[src/rtl/esr_defines.vh]
/*
  Constants for the event and summary status block and the cell voltage
  result registers. Assumes inclusion by the design files of this block only.
*/
// Notes on behaviour
// - Bit 15 shows load presently detected.
// - Bit 14 mirrors wake pin, resets 1.
// - Bit 13 sets on watchdog expiry warning.
// - Bit 12 sets on current rise event.
// - Bit 11 sets on load attach, wakes.
// - Bit 10 sets on load release.
// - Bit 9 sets on wake pin rise.
// - Bit 8 sets on wake pin fall.
// - Host writes 1 to clear event bits.
// - Bit 4 shows fuse blow completed.
// - Bit 3 is OR of other faults.
// - Bit 2 is OR of supply faults.
// - Bit 1 shows any cell overvoltage.
// - Bit 0 shows any cell undervoltage.
// - Cell result is unsigned 14-bit, 305 uV steps.
// - Result bits 15 and 14 read zero.
// - Cell 1 to 3 results at 0x28-0x2A.
// - Cell 17 undervoltage joins undervoltage summary.
// - Supply fault flags feed supply summary.
`ifndef ESR_DEFINES_VH
`define ESR_DEFINES_VH
`define ESR_ADDR_W           8
`define ESR_DATA_W           16
`define ESR_CODE_W           14
`define ESR_ADDR_STATUS      8'h27
`define ESR_ADDR_CELL1       8'h28
`define ESR_ADDR_CELL2       8'h29
`define ESR_ADDR_CELL3       8'h2A
`define ESR_STATUS_RESET     16'h4000
`define ESR_RESULT_RESET     14'h0000
`define ESR_BIT_LOAD         15
`define ESR_BIT_WAKE         14
`define ESR_BIT_WDT          13
`define ESR_BIT_CUR          12
`define ESR_BIT_LATT         11
`define ESR_BIT_LREL         10
`define ESR_BIT_WRISE        9
`define ESR_BIT_WFALL        8
`define ESR_BIT_FUSE         4
`define ESR_BIT_OTH          3
`define ESR_BIT_SUP          2
`define ESR_BIT_OV           1
`define ESR_BIT_UV           0
`define ESR_EVENT_MASK       16'h3F00
`define ESR_OTHER_W          16
`define ESR_SUPPLY_W         11
`define ESR_CELLS            17
`endif

[src/rtl/esr_result_reg.v]
/*
  One read-only cell voltage result register, loaded by the measurement engine.
  Assumes a synchronous active-high reset and one clock.
*/
`timescale 1ns/1ps
`include "esr_defines.vh"
module esr_result_reg #(
  parameter CODE_W = `ESR_CODE_W
) (
  input  wire                   clk_in,
  input  wire                   rst_in,
  input  wire                   load_in,
  input  wire [CODE_W-1:0]      code_in,
  output wire [`ESR_DATA_W-1:0] value_out
);
  reg [CODE_W-1:0] code_reg;
  always @(posedge clk_in) begin
    if (rst_in) begin
      code_reg <= `ESR_RESULT_RESET;
    end else if (load_in) begin
      code_reg <= code_in;
    end
  end
  assign value_out = {{(`ESR_DATA_W-CODE_W){1'b0}}, code_reg};
endmodule

[src/rtl/esr_status_bank.v]
/*
  Event and summary status register plus cell 1 to 3 voltage results.
  Assumes a host register port with address, write strobe, write data and read
  strobe, all synchronous to CORE_CLK_IN; status sources are synchronous levels.
*/
`timescale 1ns/1ps
`include "esr_defines.vh"
module esr_status_bank #(
  parameter CELLS = `ESR_CELLS
) (
  input  wire                      CORE_CLK_IN,
  input  wire                      RST_IN,
  input  wire [`ESR_ADDR_W-1:0]    REG_ADDR_IN,
  input  wire                      REG_WR_IN,
  input  wire [`ESR_DATA_W-1:0]    REG_WDATA_IN,
  input  wire                      REG_RD_IN,
  output reg  [`ESR_DATA_W-1:0]    REG_RDATA_OUT,
  output reg                       REG_RVALID_OUT,
  input  wire                      LOAD_PRESENT_IN,
  input  wire                      WAKE_INPUT_PIN_IN,
  input  wire                      WATCHDOG_EXPIRY_WARNING_IN,
  input  wire                      CURRENT_LEVEL_IN,
  input  wire                      FUSE_BLOW_DONE_IN,
  input  wire [`ESR_OTHER_W-1:0]   OTHER_FAULT_STATUS_IN,
  input  wire [`ESR_SUPPLY_W-1:0]  SUPPLY_FAULT_STATUS_IN,
  input  wire [CELLS-1:0]          CELL_OV_IN,
  input  wire [CELLS-1:0]          CELL_UV_IN,
  input  wire [2:0]                RESULT_LOAD_IN,
  input  wire [`ESR_CODE_W*3-1:0]  RESULT_CODE_IN,
  output reg                       ACTIVE_MODE_REQ_OUT
);
  reg                    load_reg;
  reg                    wake_reg;
  reg                    cur_reg;
  reg                    wdt_reg;
  reg                    ro_load_reg;
  reg                    ro_wake_reg;
  reg                    ro_fuse_reg;
  reg                    ro_oth_reg;
  reg                    ro_sup_reg;
  reg                    ro_ov_reg;
  reg                    ro_uv_reg;
  reg  [`ESR_DATA_W-1:0] rdata_next;
  wire                   hit_status;
  wire                   hit_cell1;
  wire                   hit_cell2;
  wire                   hit_cell3;
  wire                   status_wr;
  wire [5:0]             ev_set;
  wire [5:0]             ev_clear;
  wire [5:0]             ev_flag;
  wire [`ESR_DATA_W-1:0] cell1_val;
  wire [`ESR_DATA_W-1:0] cell2_val;
  wire [`ESR_DATA_W-1:0] cell3_val;
  wire [`ESR_DATA_W-1:0] status_val;

  // Only the status register takes writes; the result registers ignore them.
  assign hit_status = (REG_ADDR_IN == `ESR_ADDR_STATUS);
  assign hit_cell1  = (REG_ADDR_IN == `ESR_ADDR_CELL1);
  assign hit_cell2  = (REG_ADDR_IN == `ESR_ADDR_CELL2);
  assign hit_cell3  = (REG_ADDR_IN == `ESR_ADDR_CELL3);
  assign status_wr  = REG_WR_IN && hit_status;

  assign ev_clear[5] = status_wr && REG_WDATA_IN[`ESR_BIT_WDT];
  assign ev_clear[4] = status_wr && REG_WDATA_IN[`ESR_BIT_CUR];
  assign ev_clear[3] = status_wr && REG_WDATA_IN[`ESR_BIT_LATT];
  assign ev_clear[2] = status_wr && REG_WDATA_IN[`ESR_BIT_LREL];
  assign ev_clear[1] = status_wr && REG_WDATA_IN[`ESR_BIT_WRISE];
  assign ev_clear[0] = status_wr && REG_WDATA_IN[`ESR_BIT_WFALL];

  // Previous levels for edge detection; wake resets high so no false event.
  always @(posedge CORE_CLK_IN) begin
    if (RST_IN) begin
      load_reg <= 1'b0;
    end else begin
      load_reg <= LOAD_PRESENT_IN;
    end
  end

  always @(posedge CORE_CLK_IN) begin
    if (RST_IN) begin
      wake_reg <= 1'b1;
    end else begin
      wake_reg <= WAKE_INPUT_PIN_IN;
    end
  end

  always @(posedge CORE_CLK_IN) begin
    if (RST_IN) begin
      cur_reg <= 1'b0;
    end else begin
      cur_reg <= CURRENT_LEVEL_IN;
    end
  end

  always @(posedge CORE_CLK_IN) begin
    if (RST_IN) begin
      wdt_reg <= 1'b0;
    end else begin
      wdt_reg <= WATCHDOG_EXPIRY_WARNING_IN;
    end
  end

  assign ev_set[5] = WATCHDOG_EXPIRY_WARNING_IN && !wdt_reg;
  assign ev_set[4] = CURRENT_LEVEL_IN && !cur_reg;
  assign ev_set[3] = LOAD_PRESENT_IN && !load_reg;
  assign ev_set[2] = !LOAD_PRESENT_IN && load_reg;
  assign ev_set[1] = WAKE_INPUT_PIN_IN && !wake_reg;
  assign ev_set[0] = !WAKE_INPUT_PIN_IN && wake_reg;

  // Event flags hold until the host writes one to their bit.
  esr_sticky_flag u_flag_wdt (
    .clk_in   (CORE_CLK_IN),
    .rst_in   (RST_IN),
    .set_in   (ev_set[5]),
    .clear_in (ev_clear[5]),
    .flag_out (ev_flag[5])
  );

  esr_sticky_flag u_flag_cur (
    .clk_in   (CORE_CLK_IN),
    .rst_in   (RST_IN),
    .set_in   (ev_set[4]),
    .clear_in (ev_clear[4]),
    .flag_out (ev_flag[4])
  );

  esr_sticky_flag u_flag_attach (
    .clk_in   (CORE_CLK_IN),
    .rst_in   (RST_IN),
    .set_in   (ev_set[3]),
    .clear_in (ev_clear[3]),
    .flag_out (ev_flag[3])
  );

  esr_sticky_flag u_flag_release (
    .clk_in   (CORE_CLK_IN),
    .rst_in   (RST_IN),
    .set_in   (ev_set[2]),
    .clear_in (ev_clear[2]),
    .flag_out (ev_flag[2])
  );

  esr_sticky_flag u_flag_wake_rise (
    .clk_in   (CORE_CLK_IN),
    .rst_in   (RST_IN),
    .set_in   (ev_set[1]),
    .clear_in (ev_clear[1]),
    .flag_out (ev_flag[1])
  );

  esr_sticky_flag u_flag_wake_fall (
    .clk_in   (CORE_CLK_IN),
    .rst_in   (RST_IN),
    .set_in   (ev_set[0]),
    .clear_in (ev_clear[0]),
    .flag_out (ev_flag[0])
  );

  // Result registers load on the engine's strobe and read back zero-extended.
  esr_result_reg #(
    .CODE_W (`ESR_CODE_W)
  ) u_res_cell1 (
    .clk_in    (CORE_CLK_IN),
    .rst_in    (RST_IN),
    .load_in   (RESULT_LOAD_IN[0]),
    .code_in   (RESULT_CODE_IN[`ESR_CODE_W-1:0]),
    .value_out (cell1_val)
  );

  esr_result_reg #(
    .CODE_W (`ESR_CODE_W)
  ) u_res_cell2 (
    .clk_in    (CORE_CLK_IN),
    .rst_in    (RST_IN),
    .load_in   (RESULT_LOAD_IN[1]),
    .code_in   (RESULT_CODE_IN[2*`ESR_CODE_W-1:`ESR_CODE_W]),
    .value_out (cell2_val)
  );

  esr_result_reg #(
    .CODE_W (`ESR_CODE_W)
  ) u_res_cell3 (
    .clk_in    (CORE_CLK_IN),
    .rst_in    (RST_IN),
    .load_in   (RESULT_LOAD_IN[2]),
    .code_in   (RESULT_CODE_IN[3*`ESR_CODE_W-1:2*`ESR_CODE_W]),
    .value_out (cell3_val)
  );

  // Read-only bits follow their sources; host writes never reach them.
  always @(posedge CORE_CLK_IN) begin
    if (RST_IN) begin
      ro_load_reg <= 1'b0;
    end else begin
      ro_load_reg <= LOAD_PRESENT_IN;
    end
  end

  always @(posedge CORE_CLK_IN) begin
    if (RST_IN) begin
      ro_wake_reg <= 1'b1;
    end else begin
      ro_wake_reg <= WAKE_INPUT_PIN_IN;
    end
  end

  always @(posedge CORE_CLK_IN) begin
    if (RST_IN) begin
      ro_fuse_reg <= 1'b0;
    end else begin
      ro_fuse_reg <= FUSE_BLOW_DONE_IN;
    end
  end

  always @(posedge CORE_CLK_IN) begin
    if (RST_IN) begin
      ro_oth_reg <= 1'b0;
    end else begin
      ro_oth_reg <= |OTHER_FAULT_STATUS_IN;
    end
  end

  always @(posedge CORE_CLK_IN) begin
    if (RST_IN) begin
      ro_sup_reg <= 1'b0;
    end else begin
      ro_sup_reg <= |SUPPLY_FAULT_STATUS_IN;
    end
  end

  always @(posedge CORE_CLK_IN) begin
    if (RST_IN) begin
      ro_ov_reg <= 1'b0;
    end else begin
      ro_ov_reg <= |CELL_OV_IN;
    end
  end

  always @(posedge CORE_CLK_IN) begin
    if (RST_IN) begin
      ro_uv_reg <= 1'b0;
    end else begin
      ro_uv_reg <= |CELL_UV_IN;
    end
  end

  assign status_val = {ro_load_reg, ro_wake_reg, ev_flag, 3'h0,
                       ro_fuse_reg, ro_oth_reg, ro_sup_reg, ro_ov_reg, ro_uv_reg};

  // Unmapped addresses read as zero.
  always @* begin
    if (hit_status) begin
      rdata_next = status_val;
    end else if (hit_cell1) begin
      rdata_next = cell1_val;
    end else if (hit_cell2) begin
      rdata_next = cell2_val;
    end else if (hit_cell3) begin
      rdata_next = cell3_val;
    end else begin
      rdata_next = 16'h0000;
    end
  end

  // Read answers come one cycle after the strobe; data holds until the next read.
  always @(posedge CORE_CLK_IN) begin
    if (RST_IN) begin
      REG_RVALID_OUT <= 1'b0;
    end else begin
      REG_RVALID_OUT <= REG_RD_IN;
    end
  end

  always @(posedge CORE_CLK_IN) begin
    if (RST_IN) begin
      REG_RDATA_OUT <= 16'h0000;
    end else if (REG_RD_IN) begin
      REG_RDATA_OUT <= rdata_next;
    end
  end

  always @(posedge CORE_CLK_IN) begin
    if (RST_IN) begin
      ACTIVE_MODE_REQ_OUT <= 1'b0;
    end else begin
      ACTIVE_MODE_REQ_OUT <= ev_set[3];
    end
  end
endmodule

[src/rtl/esr_sticky_flag.v]
/*
  One sticky event flag with write-one-to-clear.
  Assumes a synchronous active-high reset and one clock.
*/
`timescale 1ns/1ps
module esr_sticky_flag (
  input  wire clk_in,
  input  wire rst_in,
  input  wire set_in,
  input  wire clear_in,
  output reg  flag_out
);
  always @(posedge clk_in) begin
    if (rst_in) begin
      flag_out <= 1'b0;
    end else if (set_in) begin
      flag_out <= 1'b1;
    end else if (clear_in) begin
      flag_out <= 1'b0;
    end
  end
endmodule

[config.mk]
export PLATFORM = sky130hd
export DESIGN_NAME = esr_status_bank
export DESIGN_NICKNAME = d
export VERILOG_FILES = /design/src/rtl/esr_result_reg.v /design/src/rtl/esr_status_bank.v /design/src/rtl/esr_sticky_flag.v
export VERILOG_INCLUDE_DIRS = /design/src /design/src/rtl
export SDC_FILE = /design/constraint.sdc
export NUM_CORES = 1
export LEC_CHECK = 0
export BUFFER_PORTS_ARGS = -buffer_cell sky130_fd_sc_hd__buf_4
export CAP_MARGIN = 20
export CORE_MARGIN = 2
export CORE_UTILIZATION = 49
export DETAILED_ROUTE_END_ITERATION = 10
export HOLD_SLACK_MARGIN = 0.05
export MAX_ROUTING_LAYER = met4
export PLACE_DENSITY = 0.89
export SKIP_LAST_GASP = 1
export SLEW_MARGIN = 0
export SYNTH_ARGS = -nofsm -noshare
export SYNTH_HDL_FRONTEND = slang
export SYNTH_SLANG_ARGS = --single-unit
[constraint.sdc]
create_clock -name CORE_CLK_IN -period 3.25 [get_ports CORE_CLK_IN]
set_input_delay 0.65 -clock CORE_CLK_IN [delete_from_list [all_inputs] [get_ports CORE_CLK_IN]]
set_output_delay 0.65 -clock CORE_CLK_IN [all_outputs]
set_load 0.02 [all_outputs]
Yosys cells after proc, flatten, opt, wreduce, memory -nomap -nowiden
Index checks and enable logic that the tools add are counted.
- bits in registers: 75
- equality and inequality tests: 4
- mux-type cells: 16
- reductions and logical operators: 29
- operators with widths (kind ; count):
    two-way mux 14 bit ; 3
    OR reduction 17 bit ; 2
    equality test 8 x 6 -> 1 bit, second input constant ; 4
    two-way mux 16 bit ; 1
    OR reduction 16 bit ; 1
    logical AND 1 bit ; 13
    two-way mux 1 bit ; 12
    nonzero test 2 bit ; 6
    OR reduction 11 bit ; 1
    zero test 1 bit ; 6

Longest topological paths before layout
Gate-level depths: netlist of run 1.
- depth after elaboration: 5
- depth in mapped cells: 6
- gate-level depth less buffers: 4

Cells and area by module
Synthesis of run 1 repeated with hierarchy kept, for this count alone.
- cells, all modules: 350
- area, all modules: 3290.7 µm²
- modules (own cells, without submodules) (module ; instances ; cells an instance ; area an instance (µm²)):
    esr_result_reg ; 3 ; 48 ; 526.8
    esr_status_bank ; 1 ; 182 ; 1477.7
    esr_sticky_flag ; 6 ; 4 ; 38.8

Worst setup path before layout of run 1
OpenSTA, ideal clock, no wires.
- kind: input to register
- from: input REG_ADDR_IN[7]
- to: register REG_RDATA_OUT[0]
- arrival time: 1868 ps
- slack: 1323 ps
- cell stages on the path: 5
- path buffers: 1
- path through: or4b_4 > nor4b_4 > buf_6 > o221ai_1 > nand2_1
- cells in the longest elaborated chain, start to end: 5
- ends and longest elaborated chain (what ; RTL line ; RTL):
    start, declared ; esr_status_bank.v:13 ; input wire [`ESR_ADDR_W-1:0] REG_ADDR_IN,
    equality test 8 x 6 -> 1 bit (no source line) ; n/a ;
    two-way mux 14 bit ; esr_status_bank.v:259 ; end else if (hit_cell3) begin
    two-way mux 14 bit ; esr_status_bank.v:257 ; end else if (hit_cell2) begin
    two-way mux 14 bit ; esr_status_bank.v:255 ; end else if (hit_cell1) begin
    two-way mux 16 bit * ; esr_status_bank.v:253 ; if (hit_status) begin
    end signal, assigned ; esr_status_bank.v:279 ; REG_RDATA_OUT <= rdata_next;
    end, declared ; esr_status_bank.v:17 ; output reg [`ESR_DATA_W-1:0] REG_RDATA_OUT,
Mark *: on every way between the ends. The rest lies on a longest branch, timed or not.
A chain may end at the register's enable or synchronous reset.

Final worst setup path of run 1
- from: input REG_ADDR_IN[7]
- to: register REG_RDATA_OUT[6]
The elaborated chain is that of the path after synthesis.

==> flow_metrics.tcl, run 1 <==
set metrics [dict create \
    syn_to_final_growth_pct 42.6 \
    drv_cap 0 \
    core_area_mm2 0.00628 \
    grt_usage 0.260 \
    yosysWarnings 0 \
    drt_first_pass_iters 5 \
    crit_path_frequent_cell "o21ai_0" \
    max-slew-margin-rel 0.342 \
    root_buffer "clkbuf_8" \
    hold_path.class "reg2reg" \
    arrival_ps 2410 \
    top_register "REG_RDATA_OUT" \
    cpMaxStageDelayCell "nor4b_4" \
    ioPinCount 157 \
    finalWirelength_um 8510 \
    total_power_uw 2120 \
    setup_viol 0 \
    drive_gt1_frac 0.379 \
    ys_seq_area_frac 0.480 \
    synth_seq_cells 75 \
    clock_sinks 75 \
    viasPerCell 5.31 \
    worstSetupPathType "in2reg" \
    vias 2944 \
    post-route-min-period_ps 2140 \
    fin_setup_tns_ps 0 \
    cts_buffer_depth 2 \
    grt-ovfl-total 0 \
    yosysTopAreaCellShare 0.480 \
    syn_nets 473 \
    synthTopCellsByArea "dfxtp_1, mux2i_1, nor2_1" \
    die_w_um 83.9 \
    reg2reg_from "u_res_cell2.code_reg[12]$_SDFFE_PP0P_" \
    rrSetupSlack_ps 2330 \
    portBuffers 146 \
    cp_num_cells 5 \
    finalNetCount 612 \
    crit_start "REG_ADDR_IN[7]" \
    rows 29 \
    antenna_found_initial 0 \
    synth_cells 334 \
    start_util 0.499 \
    hpwl_um 6350 \
    ys_types 32 \
    post_cts_resized 0 \
    critPathBufInv 1 \
    p_per_area_mw_per_mm2 474 \
    critPathTopFamily "simple AND/OR/NAND/NOR gates" \
    worst_pin_slew_ps 983 \
    syn-cell-area_mm2 0.00313 \
    cts_buffers 9 \
    drc 0 \
    endpoint_kind "flop" \
    rr_endpoint "REG_RDATA_OUT[12]$_SDFFE_PP0P_" \
    crit_path_end "REG_RDATA_OUT[6]$_SDFFE_PP0P_" \
    peakVddDrop_mv 0.227 \
    status "complete, no violations" \
    yosysTopAreaCell "dfxtp_1" \
    detail-route-antenna-nets 0 \
    p_leak_uw 0.00211 \
    critPathMaxStageDelay_ps 670 \
    avgSynthCellArea_um2 9.37 \
    slew_violations 0 \
    required_ps 3510 \
    die_height_um 83.9 \
    die-area_mm2 0.00704 \
    wl_per_cell_um 15.4 \
    largest_reg_flops 16 \
    finClkSkew_ps 5.00 \
    drt_iter0_drc 121 \
    crit_chain "buf_4 > or4b_4 > nor4b_4 > o21ai_0 > o21ai_0" \
    clk_latency_ps 340 \
    rr_worst_depth 3 \
    diodes 0 \
    finalHoldViolations 0 \
    period_share 0.659 \
    gp_congestion 0.890 \
    first_global_vias 3147 \
    cts_tree "built" \
    cts.clk_slew.worst_paths_ps 70 \
    clock.fmax_mhz 467 \
    cp_max_fo 13 \
    h-tree-depth 3 \
    grt_start_max_net_pins 61 \
    grt_setup_unrepaired "false" \
    cts_setup_buffers 0 \
    grt_pass1_wl_um 14100 \
    cp-start-kind "input pin" \
    cts_hold_buf 0 \
]
-- worst register-to-register path: stages (launching register included) --
cell	delay [ps]
dfxtp_1	320
and2b_2	180
o221ai_1	210
nand2_1	90
-- power by group --
part	internal, µW	switching (µW)	leakage (µW)
clock network	548	325	0.000122
logic	153	105	0.00137
registers	963	21.0	0.000618
-- through the flow --
step	cell area [µm²]	setup slack [ps]	utilization	hold slack (ps)	std cells
2_1_floorplan	3130	1320	-	423	334
6_report	4460	1110	0.711	455	554
3_5_place_dp	4210	728	0.671	439	539
3_3_place_gp	4210	731	0.671	434	539
4_1_cts	4460	1080	0.711	460	554
5_1_grt	4460	965	0.711	482	554
-- how the worst min path moves through the flow --
stage	slack (ps)	cells past startpoint	from	end
global route	480	2	ro_fuse_reg$_SDFF_PP0_	REG_RDATA_OUT[4]$_SDFFE_PP0P_
global placement	430	2	ro_fuse_reg$_SDFF_PP0_	REG_RDATA_OUT[4]$_SDFFE_PP0P_
CTS	460	2	ro_fuse_reg$_SDFF_PP0_	REG_RDATA_OUT[4]$_SDFFE_PP0P_
floorplan	420	2	ro_sup_reg$_SDFF_PP0_	REG_RDATA_OUT[2]$_SDFFE_PP0P_
detailed placement	440	2	ro_ov_reg$_SDFF_PP0_	REG_RDATA_OUT[1]$_SDFFE_PP0P_
finish	450	2	ro_fuse_reg$_SDFF_PP0_	REG_RDATA_OUT[4]$_SDFFE_PP0P_
-- placed cells by master, fill, tap and decap left out, drive strengths merged --
cell type,netlist,layout
a21oi,24,24
a22oi,10,10
a31o,1,1
a31oi,1,1
a41oi,1,1
and2b,8,8
buf,10,149
bufinv,0,3
clkbuf,8,11
clkinvlp,0,1
dfxtp,75,75
inv,17,17
mux2i,42,42
nand2,20,20
nand2b,7,7
nand3,4,4
nand4,2,2
nand4b,1,1
nor2,48,48
nor2b,8,8
nor3,2,2
nor4,14,14
nor4b,1,1
o21ai,11,11
o221ai,11,11
or2,2,2
or2b,1,1
or4b,2,2
-- cells in the mapped netlist (all sizes together) --
cell / instances
nor2: 48
nand4b: 1
nor3: 2
clkbuf: 8
nand2b: 7
o21ai: 11
inv: 17
or2b: 1
dfxtp: 75
nor4: 14
or2: 2
nand4: 2
a22oi: 10
nor2b: 8
a41oi: 1
a31oi: 1
a31o: 1
o221ai: 11
nand3: 4
or4b: 2
mux2i: 42
nor4b: 1
dlygate4sd1: 3
and2b: 8
a21oi: 24
buf: 10
nand2: 20
-- routing by layer --
layer	vias up	part of all wire	GRT usage
met3	18	0.059	0.0425
met2	124	0.55	0.476
met4	0	0.025	0.123
met1	1366	0.36	0.271
met5	-	0	-
li1	1436	-	-
-- cell type report --
cell class / count / area (µm²)
Sequential cell: 75 / 1500
Clock inverter: 4 / 97.6
Timing Repair Buffer: 149 / 1120
Multi-Input combinational cell: 221 / 1430
Fill cell: 497 / 1810
Tap cell: 77 / 96.3
Inverter: 17 / 63.8
Clock buffer: 11 / 151
-- cells by family (layout without fill, tap and decap cells) --
group	Yosys count	in the layout	share of synthesized area
flops	75	75	0.480
buf+inv	38	181	0.0624
simple gates	120	120	0.201
compound gates	59	59	0.122
mux	42	42	0.134
Note: power is estimated with default switching activity, not from simulation.
==> run 2, diff against run 1 <==
--- a/config.mk
+++ b/config.mk
@@ -9,11 +9,11 @@
 export BUFFER_PORTS_ARGS = -buffer_cell sky130_fd_sc_hd__buf_4
 export CAP_MARGIN = 20
 export CORE_MARGIN = 2
-export CORE_UTILIZATION = 49
+export CORE_UTILIZATION = 45
 export DETAILED_ROUTE_END_ITERATION = 10
 export HOLD_SLACK_MARGIN = 0.05
 export MAX_ROUTING_LAYER = met4
-export PLACE_DENSITY = 0.89
+export PLACE_DENSITY = 0.83
 export SKIP_LAST_GASP = 1
 export SLEW_MARGIN = 0
 export SYNTH_ARGS = -nofsm -noshare
==> constraint.sdc (replaced) <==
create_clock -name CORE_CLK_IN -period 2 [get_ports CORE_CLK_IN]
set_input_delay 0.4 -clock CORE_CLK_IN [delete_from_list [all_inputs] [get_ports CORE_CLK_IN]]
set_output_delay 0.4 -clock CORE_CLK_IN [all_outputs]
set_load 0.02 [all_outputs]
==> run 2 against run 1 <==
Clock-buffer cell count rose by 2; wire length increased by 0.40%; non-clock buffer count is 3 higher; sequential power up 63%; via count up 0.92%; largest power group unchanged; highest routed layer unchanged.
==> flow_metrics.tcl, run 2 (same netlist as run 1, synthesis figures left out) <==
set metrics [dict create \
    status "complete, no violations" \
    power.switching_uw 712 \
    vias 2971 \
    die-area_mm2 0.00764 \
    finClkSkew_ps 6.21 \
    cts.clk_slew.worst_paths_ps 70 \
    period_share 0.805 \
    setup_viol 0 \
    grt_usage 0.231 \
    combPwrFrac 0.134 \
    cts_hold_buf 0 \
    peakVddDrop_mv 0.368 \
    intPower_uw 2460 \
    start_util 0.463 \
    fin_setup_tns_ps 0 \
    diodes 0 \
    gp_congestion 0.886 \
    p_leak_uw 0.00211 \
    clock_sinks 75 \
    die_w_um 87.4 \
    finalWirelength_um 8540 \
    root_buffer "clkbuf_8" \
    drc 0 \
    hpwl_um 6390 \
    wl_per_cell_um 15.3 \
    grt_pass1_wl_um 13200 \
    post_cts_resized 0 \
    portBuffers 146 \
    max-slew-margin-rel 0.581 \
    cts_setup_buffers 0 \
    cts_buffer_depth 2 \
    grt_setup_unrepaired "false" \
    drive_gt1_frac 0.379 \
    worstSetupPathType "in2reg" \
    layout_common_cells "buf_4, dfxtp_1, nor2_1" \
    clock.fmax_mhz 621 \
    core_area_mm2 0.00676 \
    required_ps 2260 \
    final_common_cell "buf_4" \
    postPlaceCellArea_mm2 0.00425 \
    h-tree-depth 3 \
    grt_start_max_net_pins 61 \
    cts_buffers 9 \
    die_height_um 87.4 \
    rows 30 \
    largest_reg_flops 16 \
    antenna_found_initial 0 \
    post-route-min-period_ps 1610 \
    clk_latency_ps 340 \
    hold_path.class "in2reg" \
    grt-ovfl-total 0 \
    top_register "REG_RDATA_OUT" \
    switching_share 0.225 \
    p_seq_frac 0.505 \
    detail-route-antenna-nets 0 \
    drv_cap 0 \
    fin_util 0.658 \
    drt_first_pass_iters 4 \
    viasPerCell 5.31 \
    finalHoldViolations 0 \
    arrival_ps 1870 \
    worst_pin_slew_ps 628 \
    drt_iter0_drc 64 \
    p_per_area_mw_per_mm2 712 \
    cp-start-kind "input pin" \
    cp_max_fo 14 \
    slew_violations 0 \
    final_area_mm2 0.00445 \
    syn_to_final_growth_pct 42.0 \
    cts_tree "built" \
    total_power_uw 3170 \
    endpoint_kind "flop" \
    p_clk_frac 0.361 \
    finalNetCount 615 \
    ioPinCount 157 \
    first_global_vias 2990 \
]
[run 2: cell types whose count changed in the layout (fill, tap and decap cells not counted)]
cell	previous run	this run
clkinvlp_4	1	0
buf_4	149	151
clkbuf_1	0	2
bufinv_16	3	1
buf_12	0	1
clkinv_2	0	1
[run 2: per-layer routing]
metal	vias to the layer above	global-route usage	wire (µm)
met4	0	0.103	219
met2	117	0.419	4580
met3	18	0.0341	491
met1	1396	0.247	3250
li1	1440	-	-
met5	-	-	0
[run 2: power groups by stage]
stage | sequential [µW] | combinational, µW | clock [µW]
after floorplan | 1630 | 185 | 0
final | 1600 | 424 | 1140
after global routing | 1610 | 462 | 1240
after global placement | 1630 | 413 | 0
after CTS | 1600 | 426 | 1170
after detailed placement | 1630 | 423 | 0
[run 2: final timing paths]
kind | start | end | slack, ps | depth (start not counted)
worst max-delay path | REG_ADDR_IN[7] | REG_RDATA_OUT[7]$_SDFFE_PP0P_ | 390 | 6
worst min-delay path | WAKE_INPUT_PIN_IN | ro_wake_reg$_SDFF_PP1_ | 260 | 2
worst max register to register | u_res_cell2.code_reg[9]$_SDFFE_PP0P_ | REG_RDATA_OUT[9]$_SDFFE_PP0P_ | 1070 | 3
worst min register to register | ro_uv_reg$_SDFF_PP0_ | REG_RDATA_OUT[0]$_SDFFE_PP0P_ | 450 | 2
[run 2: layout make-up]
type | count | area [µm²]
clock buffer | 13 | 159
clock inverter | 2 | 35.0
fill | 572 | 2310
inverter | 17 | 63.8
multi-input combinational | 221 | 1430
sequential | 75 | 1500
tap | 80 | 100
timing repair buffer | 152 | 1150
[run 2: worst max-delay path, stage by stage]
cell     delay, ps
buf_4          110
or4b_4         570
nor4b_4        370
buf_12         190
o21ai_0         70
o21ai_0        160
[run 2: per-stage QoR]
stage / hold slack (ps) / std cells / worst slack, ps
3_5_place_dp: 437 / 545 / 48.7
6_report: 265 / 560 / 390
2_1_floorplan: 423 / 334 / 323
3_3_place_gp: 433 / 545 / 108
4_1_cts: 254 / 560 / 404
5_1_grt: 249 / 560 / 342
